**config.mk**
```make
export PLATFORM = sky130hd
export DESIGN_NAME = sdi_tx_stream_tap_status
export DESIGN_NICKNAME = d
export VERILOG_FILES = /design/src/logic/sdi_tap_pkg.sv /design/src/logic/cadence_if.sv /design/src/logic/sdi_tx_stream_tap_status.sv /design/src/logic/ce_cadence_check.sv
export SDC_FILE = /design/constraint.sdc
export NUM_CORES = 1
export LEC_CHECK = 0
export BUFFER_PORTS_ARGS = -buffer_cell sky130_fd_sc_hd__buf_2
export CAP_MARGIN = 20
export CORE_UTILIZATION = 53
export CTS_CLUSTER_SIZE = 25
export DETAILED_ROUTE_END_ITERATION = 7
export GPL_TIMING_DRIVEN = 0
export PLACE_DENSITY = 0.9
export RECOVER_POWER = 100
export SYNTH_ARGS = -nofsm -noshare
export SYNTH_HDL_FRONTEND = slang
export SYNTH_SLANG_ARGS = --single-unit
export TNS_END_PERCENT = 30
```
**constraint.sdc**
```tcl
create_clock -name core_clk_i -period 3.5 [get_ports core_clk_i]
set_input_delay 0.175 -clock core_clk_i [delete_from_list [all_inputs] [get_ports core_clk_i]]
set_output_delay 0.175 -clock core_clk_i [all_outputs]
set_load 0.05 [all_outputs]
```
**src/logic/sdi_tap_pkg.sv**
```systemverilog
// shared constants for the transmit stream tap and status block
package sdi_tap_pkg;
  localparam int DATA_W = 10;
  localparam int MODE_W = 3;
  localparam int CODE_W = 3;
  // transmit mode encoding
  localparam logic [MODE_W-1:0] MODE_HD = 3'h0;
  localparam logic [MODE_W-1:0] MODE_SD = 3'h1;
  localparam logic [MODE_W-1:0] MODE_3GA = 3'h2;
  localparam logic [MODE_W-1:0] MODE_3GB_DL = 3'h3;
  localparam logic [MODE_W-1:0] MODE_3GB_DS = 3'h4;
  localparam logic [MODE_W-1:0] MODE_HD_DL = 3'h5;
  // clock-enable cadence, in core clock cycles between enables
  localparam int CNT_W = 3;
  localparam logic [CNT_W-1:0] CE_SHORT = 3'h5;
  localparam logic [CNT_W-1:0] CE_LONG = 3'h6;
  localparam logic [CNT_W-1:0] CE_CNT_MAX = 3'h7;
  localparam logic [CNT_W-1:0] CE_CNT_FIRST = 3'h1;
  localparam logic [CODE_W-1:0] CODE_NONE = 3'h0;
  // sequence tracker, gray coded along idle-busy-done
  typedef enum logic [1:0] {
    SEQ_IDLE = 2'h0,
    SEQ_BUSY = 2'h1,
    SEQ_DONE = 2'h3,
    SEQ_FAIL = 2'h2
  } seq_state_t;
endpackage : sdi_tap_pkg

```
**src/logic/cadence_if.sv**
```systemverilog
// carrier between the stream block and its cadence checker
`timescale 1ns/1ps
interface cadence_if;
  logic ce;
  logic sd_mode;
  logic err;
  modport checker_side (input ce, input sd_mode, output err);
  modport user_side (output ce, output sd_mode, input err);
endinterface : cadence_if

```
**src/logic/sdi_tx_stream_tap_status.sv**
```systemverilog
// transmit stream tap, source select and status outputs
// Function
// - link A stream 1 tapped after payload-ID insertion
// - link A stream 2 tapped after payload-ID insertion
// - link B stream 1 tapped after payload-ID insertion
// - link B stream 2 tapped after payload-ID insertion
// - select high sends returns, low sends internal
// - cadence error high when cadence departs 5/6 in sd mode, held low outside sd mode
// - slew control high only in sd mode
// - done low during sequence, high on success
// - fail low normally, high on failed sequence
// - 3-bit failure code presented while fail high
`timescale 1ns/1ps
module sdi_tx_stream_tap_status #(
  parameter int DW = sdi_tap_pkg::DATA_W
) (
  // clock and reset
  input wire logic core_clk_i,
  input wire logic arst_n_i,
  // transmit word enable and mode
  input wire logic tx_ce_i,
  input wire logic [sdi_tap_pkg::MODE_W-1:0] tx_mode_i,
  // streams from the payload-id inserter
  input wire logic [DW-1:0] ins_a1_i,
  input wire logic [DW-1:0] ins_a2_i,
  input wire logic [DW-1:0] ins_b1_i,
  input wire logic [DW-1:0] ins_b2_i,
  // taps toward the application
  output logic [DW-1:0] link_a_stream1_tap_o,
  output logic [DW-1:0] link_a_stream2_tap_o,
  output logic [DW-1:0] link_b_stream1_tap_o,
  output logic [DW-1:0] link_b_stream2_tap_o,
  // streams returned by the application
  input wire logic use_return_i,
  input wire logic [DW-1:0] link_a_stream1_return_i,
  input wire logic [DW-1:0] link_a_stream2_return_i,
  input wire logic [DW-1:0] link_b_stream1_return_i,
  input wire logic [DW-1:0] link_b_stream2_return_i,
  // streams toward the serializer
  output logic [DW-1:0] tx_a1_o,
  output logic [DW-1:0] tx_a2_o,
  output logic [DW-1:0] tx_b1_o,
  output logic [DW-1:0] tx_b2_o,
  output logic use_return_o,
  // sequence events from the reset and rate sequencer
  input wire logic seq_start_i,
  input wire logic seq_ok_i,
  input wire logic seq_fail_i,
  input wire logic [sdi_tap_pkg::CODE_W-1:0] seq_fail_code_i,
  input wire logic full_reset_i,
  // status
  output logic ce_align_err_o,
  output logic slew_o,
  output logic change_done_o,
  output logic change_fail_o,
  output logic [sdi_tap_pkg::CODE_W-1:0] change_fail_code_o
);
  // all inputs come from logic on core_clk_i, so none is synchronised here
  typedef struct packed {
    logic [3:0][DW-1:0] tap;
    logic [3:0][DW-1:0] tx;
    logic sel;
    logic slew;
    sdi_tap_pkg::seq_state_t seq;
    logic [sdi_tap_pkg::CODE_W-1:0] code;
  } top_state_t;

  top_state_t s_r;
  top_state_t s_nxt;
  logic [3:0][DW-1:0] ins_w;
  logic [3:0][DW-1:0] ret_w;

  cadence_if cad ();

  assign ins_w = {ins_b2_i, ins_b1_i, ins_a2_i, ins_a1_i};
  assign ret_w = {link_b_stream2_return_i, link_b_stream1_return_i,
                  link_a_stream2_return_i, link_a_stream1_return_i};
  assign cad.ce = tx_ce_i;
  assign cad.sd_mode = (tx_mode_i == sdi_tap_pkg::MODE_SD);

  ce_cadence_check u_cadence (
    .core_clk_i(core_clk_i),
    .arst_n_i(arst_n_i),
    .cif(cad)
  );

  always_comb begin
    s_nxt = s_r;
    s_nxt.slew = (tx_mode_i == sdi_tap_pkg::MODE_SD);
    if (tx_ce_i) begin
      s_nxt.tap = ins_w;
      // select and word move together so no word is split at a switch
      s_nxt.sel = use_return_i;
      s_nxt.tx = use_return_i ? ret_w : ins_w;
    end
    if (s_r.seq == sdi_tap_pkg::SEQ_BUSY && seq_fail_i) begin
      // a failure wins over a same-cycle reset or start so it is never lost
      s_nxt.seq = sdi_tap_pkg::SEQ_FAIL;
      s_nxt.code = seq_fail_code_i;
    end else if (full_reset_i) begin
      s_nxt.seq = sdi_tap_pkg::SEQ_IDLE;
      s_nxt.code = sdi_tap_pkg::CODE_NONE;
    end else if (seq_start_i) begin
      s_nxt.seq = sdi_tap_pkg::SEQ_BUSY;
      s_nxt.code = sdi_tap_pkg::CODE_NONE;
    end else begin
      case (s_r.seq)
        sdi_tap_pkg::SEQ_BUSY: begin
          if (seq_ok_i) begin
            s_nxt.seq = sdi_tap_pkg::SEQ_DONE;
          end
        end
        sdi_tap_pkg::SEQ_IDLE, sdi_tap_pkg::SEQ_DONE, sdi_tap_pkg::SEQ_FAIL: begin
          // a failure stays latched: late events cannot mask it
        end
        default: begin
          s_nxt.seq = sdi_tap_pkg::SEQ_IDLE;
        end
      endcase
    end
  end

  always_ff @(posedge core_clk_i or negedge arst_n_i) begin
    if (!arst_n_i) begin
      s_r <= '0;
    end else begin
      s_r <= s_nxt;
    end
  end

  assign link_a_stream1_tap_o = s_r.tap[0];
  assign link_a_stream2_tap_o = s_r.tap[1];
  assign link_b_stream1_tap_o = s_r.tap[2];
  assign link_b_stream2_tap_o = s_r.tap[3];
  assign tx_a1_o = s_r.tx[0];
  assign tx_a2_o = s_r.tx[1];
  assign tx_b1_o = s_r.tx[2];
  assign tx_b2_o = s_r.tx[3];
  assign use_return_o = s_r.sel;
  assign ce_align_err_o = cad.err;
  assign slew_o = s_r.slew;
  assign change_done_o = (s_r.seq == sdi_tap_pkg::SEQ_DONE);
  assign change_fail_o = (s_r.seq == sdi_tap_pkg::SEQ_FAIL);
  assign change_fail_code_o = s_r.code;
endmodule : sdi_tx_stream_tap_status

```
**src/logic/ce_cadence_check.sv**
```systemverilog
// checks the alternating 5/6 cycle clock-enable cadence in sd mode
`timescale 1ns/1ps
module ce_cadence_check (
  // clock and reset
  input wire logic core_clk_i,
  input wire logic arst_n_i,
  // cadence carrier
  cadence_if.checker_side cif
);
  typedef struct packed {
    logic [sdi_tap_pkg::CNT_W-1:0] cnt;
    logic seen_ce;
    logic has_prev;
    logic long_prev;
    logic err;
  } cad_state_t;

  cad_state_t s_r;
  cad_state_t s_nxt;
  logic bad;

  always_comb begin
    s_nxt = s_r;
    bad = 1'b0;
    if (!cif.sd_mode) begin
      // outside sd mode the flag means nothing, so hold it low and rearm
      s_nxt = '0;
    end else if (cif.ce) begin
      if (s_r.has_prev) begin
        bad = !((s_r.cnt == sdi_tap_pkg::CE_SHORT && s_r.long_prev) ||
                (s_r.cnt == sdi_tap_pkg::CE_LONG && !s_r.long_prev));
      end else begin
        bad = !(s_r.cnt == sdi_tap_pkg::CE_SHORT || s_r.cnt == sdi_tap_pkg::CE_LONG);
      end
      if (s_r.seen_ce) begin
        s_nxt.err = bad;
        s_nxt.has_prev = 1'b1;
        s_nxt.long_prev = (s_r.cnt == sdi_tap_pkg::CE_LONG);
      end
      s_nxt.seen_ce = 1'b1;
      s_nxt.cnt = sdi_tap_pkg::CE_CNT_FIRST;
    end else if (s_r.cnt != sdi_tap_pkg::CE_CNT_MAX) begin
      s_nxt.cnt = s_r.cnt + sdi_tap_pkg::CE_CNT_FIRST;
    end else if (s_r.seen_ce) begin
      // enable overdue: a missing pulse is a cadence fault too
      s_nxt.err = 1'b1;
    end
  end

  always_ff @(posedge core_clk_i or negedge arst_n_i) begin
    if (!arst_n_i) begin
      s_r <= '0;
    end else begin
      s_r <= s_nxt;
    end
  end

  assign cif.err = s_r.err;
endmodule : ce_cadence_check

```
==> impl_metrics.csv <==
group,metric,value,unit
global_route,grt_max_degree,52,
worst_setup_path,r2r-start,"u_cadence.s_r[4]$_DFFE_PN0P_",
synthesis,synth_cell_types,24,
floorplanning,start_util,55.3,%
sta,worst_pin_slew,1.25,ns
cells_and_area,fin_util,68.8,%
cells_and_area,final_nets,697,
route,route.detailed.drc,0,
global_route,grt_pass1_wl,16600,um
synthesis,yosys_warnings,0,
synthesis,syn_area_per_cell,11.3,sq um
worst_setup_path,critPathArrivalTime,2.24,ns
synthesis,ys_seq_area_share,51.3,%
sta,fin_tns_setup,0,ns
floorplanning,fp.dieH,95.0,um
route,wirelength,10600,um
cells_and_area,antenna_cells,0,
worst_setup_path,reg2reg_depth,4,
cells_and_area,final_cells,708,
hold_path,min_from,"seq_start_i",
cts,cts_tree,"yes",
sta,setup-violations-final,0,
global_route,grtUsageMet3,6.14,%
hold_path,hold_end,"s_r[4]$_DFFE_PN0P_",
global_route,antenna_found_initial,0,
cts,path_clk_slew,0.09,ns
floorplanning,coreArea,8300,sq um
cts,cts-resized-gates,0,
power_and_ir_drop,irDropWorstVdd,0.355,mV
cts,clk_latency,0.34,ns
cells_and_area,fillerInstances,663,
cts,cts_num_sinks,94,
run,max_cap_viol_count,0,
cts,htreeDepth,3,
sta,slew_viol_final,0,
synthesis,netlist_area,4590,sq um
synthesis,syn_nets,504,
placement,dp.cells,691,
global_route,grt_overflow_total,0,
hold_path,whs_path_depth,2,
worst_setup_path,r2r_end,"u_cadence.cif.err$_DFFE_PN0P_",
cts,cts_buffers,9,
placement,io_buffers,179,
floorplanning,die_x,95.0,um
cts,cts_root_buf,"clkbuf_8",
floorplanning,io_pins,182,
cts,post_cts_buffers,0,
cells_and_area,drive_gt1_share,39.8,%
floorplanning,die-area,9030,sq um
hold_path,hold_path.class,"in2reg",
synthesis,yosys.area.top_type,"dfrtp_1",
cells_and_area,area_delta_synth_final,24.5,%
outcome,status,"complete, no violations",
synthesis,synth_seq_cells,94,
worst_setup_path,r2r_slack,2.06,ns
cells_and_area,final_common_cell,"clkbuf_1",
global_route,grt.busiest_layer,"met2",
sta,slew_headroom,16.5,%
power_and_ir_drop,leakage,2.78,nW
worst_setup_path,crit_required,3.75,ns
power_and_ir_drop,power_per_cell_area,498,nW/um^2
route,via_per_inst,4.94,
power_and_ir_drop,power,2.84,mW
route,drt_iter0_drc,55,
route,wl_per_cell,14.9,um
sta,fmax,503,MHz
worst_setup_path,criticalPathCategory,"in2async",
floorplanning,placementRows,33,
global_route,use_met2,42.7,%
global_route,grt.met1_usage,28.0,%
sta,hold_viol,0,
cts,clockBufferDepth,2,
worst_setup_path,cp_max_fo,51,
worst_setup_path,cp-start-kind,"primary input",
global_route,grt_usage,24.1,%
sta,post-route-period-util,56.8,%
sta,finClkSkew,0.00819,ns
global_route,grt_pass1_vias,3633,
synthesis,ys_top_cells_by_area,"dfrtp_1 51%, buf_4 15%, mux2_2 10%",
placement,dp_hpwl,8170,um
synthesis,synth_top_area_share,51.3,%
sta,grt_setup_unrepaired,"false",
route,via_count,3498,
synthesis,synthCells,406,
cells_and_area,layout_common_cells,"98 x clkbuf_1, 97 x buf_2, 94 x dfrtp_1",
route,first_pass_iters,4,
route,ant_nets,0,
sta,period_minus_slack,1.99,ns
worst_setup_path,cp-end-kind,"async pin",
placement,place.gp.congestion,0.796,
metrics by stage:
step	worst slack [ns]	instance area [sq um]	hold slack, ns
after floorplan	2.15	4590	-0.121
after global placement	1.42	5610	0.367
after detailed placement	2.08	5640	0.208
after CTS	2.06	5870	0.0260
after global routing	1.17	5710	0.0256
final	1.51	5710	0.0398
state kept, by name, summed over array words and instances, names as in the netlist:
signal                flops
link_b_stream1_tap_o     10
change_fail_code_o        3
u_cadence.s_r             6
use_return_o              1
link_b_stream2_tap_o     10
tx_b2_o                  10
tx_a2_o                  10
tx_a1_o                  10
link_a_stream1_tap_o     10
u_cadence.cif.err         1
slew_o                    1
tx_b1_o                  10
link_a_stream2_tap_o     10
s_r                       2
final cells by class:
type                       count  area [sq um]  share of cell area, %
sequential                    94          2350                   41.2
multi-input combinational    203          1470                   25.7
timing repair buffer         182           813                   14.2
buffer                       102           714                   12.5
tap                          105           131                   2.30
clock buffer                  10           128                   2.24
clock inverter                 5          75.1                   1.32
inverter                       7          26.3                  0.460
synthesized netlist by cell type:
library cell,number
o2111ai_1,1
dfrtp_1,94
nand2_1,4
o21a_1,1
buf_6,1
mux2i_1,41
nand2b_1,1
buf_4,89
nor2b_1,1
xnor2_1,1
nor2_1,49
ha_1,4
nand3_1,3
nand3b_1,1
o221a_1,1
buf_2,12
o31ai_1,1
nand4_1,1
a21oi_1,45
nor3_1,3
o21ai_0,3
inv_1,7
mux2_2,41
and2_1,1
layer usage:
metal  part of all wire, %  routed length (um)
met1                    40                4260
met2                    51                5360
met5                     0                   0
met4                   1.8                 195
met3                   7.2                 761
cell families after synthesis:
logic type	Yosys count	share of synthesized area, %
AO/OA/AOI/OAI	52	6.00
XOR/XNOR	1	0.191
adder cells (fa/ha/maj)	4	1.09
buffers and inverters	109	16.7
flip-flops	94	51.3
multiplexers	82	19.0
AND/OR/NAND/NOR	64	5.70
timing repair:
item,4_1_cts,5_1_grt
hold buffers,2,0
endpoints found under the setup margin,0,0
hold endpoints to repair,44,0
power breakdown:
group | switching, mW | internal (mW)
sequential | 0.0582 | 1.19
clock | 0.353 | 0.396
combinational | 0.569 | 0.283
worst max path at each step:
stage	start	endpoint	slack (ns)	cells past startpoint
final	arst_n_i	tx_a1_o[5]$_DFFE_PN0P_	1.51	3
after global routing	arst_n_i	link_b_stream2_tap_o[7]$_DFFE_PN0P_	1.17	3
after CTS	u_cadence.s_r[4]$_DFFE_PN0P_	u_cadence.cif.err$_DFFE_PN0P_	2.06	4
after detailed placement	u_cadence.s_r[4]$_DFFE_PN0P_	u_cadence.cif.err$_DFFE_PN0P_	2.08	4
after global placement	arst_n_i	link_a_stream1_tap_o[4]$_DFFE_PN0P_	1.42	1
after floorplan	u_cadence.s_r[4]$_DFFE_PN0P_	u_cadence.cif.err$_DFFE_PN0P_	2.15	4
worst max-delay path, stage by stage:
cell and delay, ns:
dlygate4sd3_1 0.52, buf_4 0.45, clkbuf_2 1.03
No activity file was read; power rests on OpenSTA's default activity.
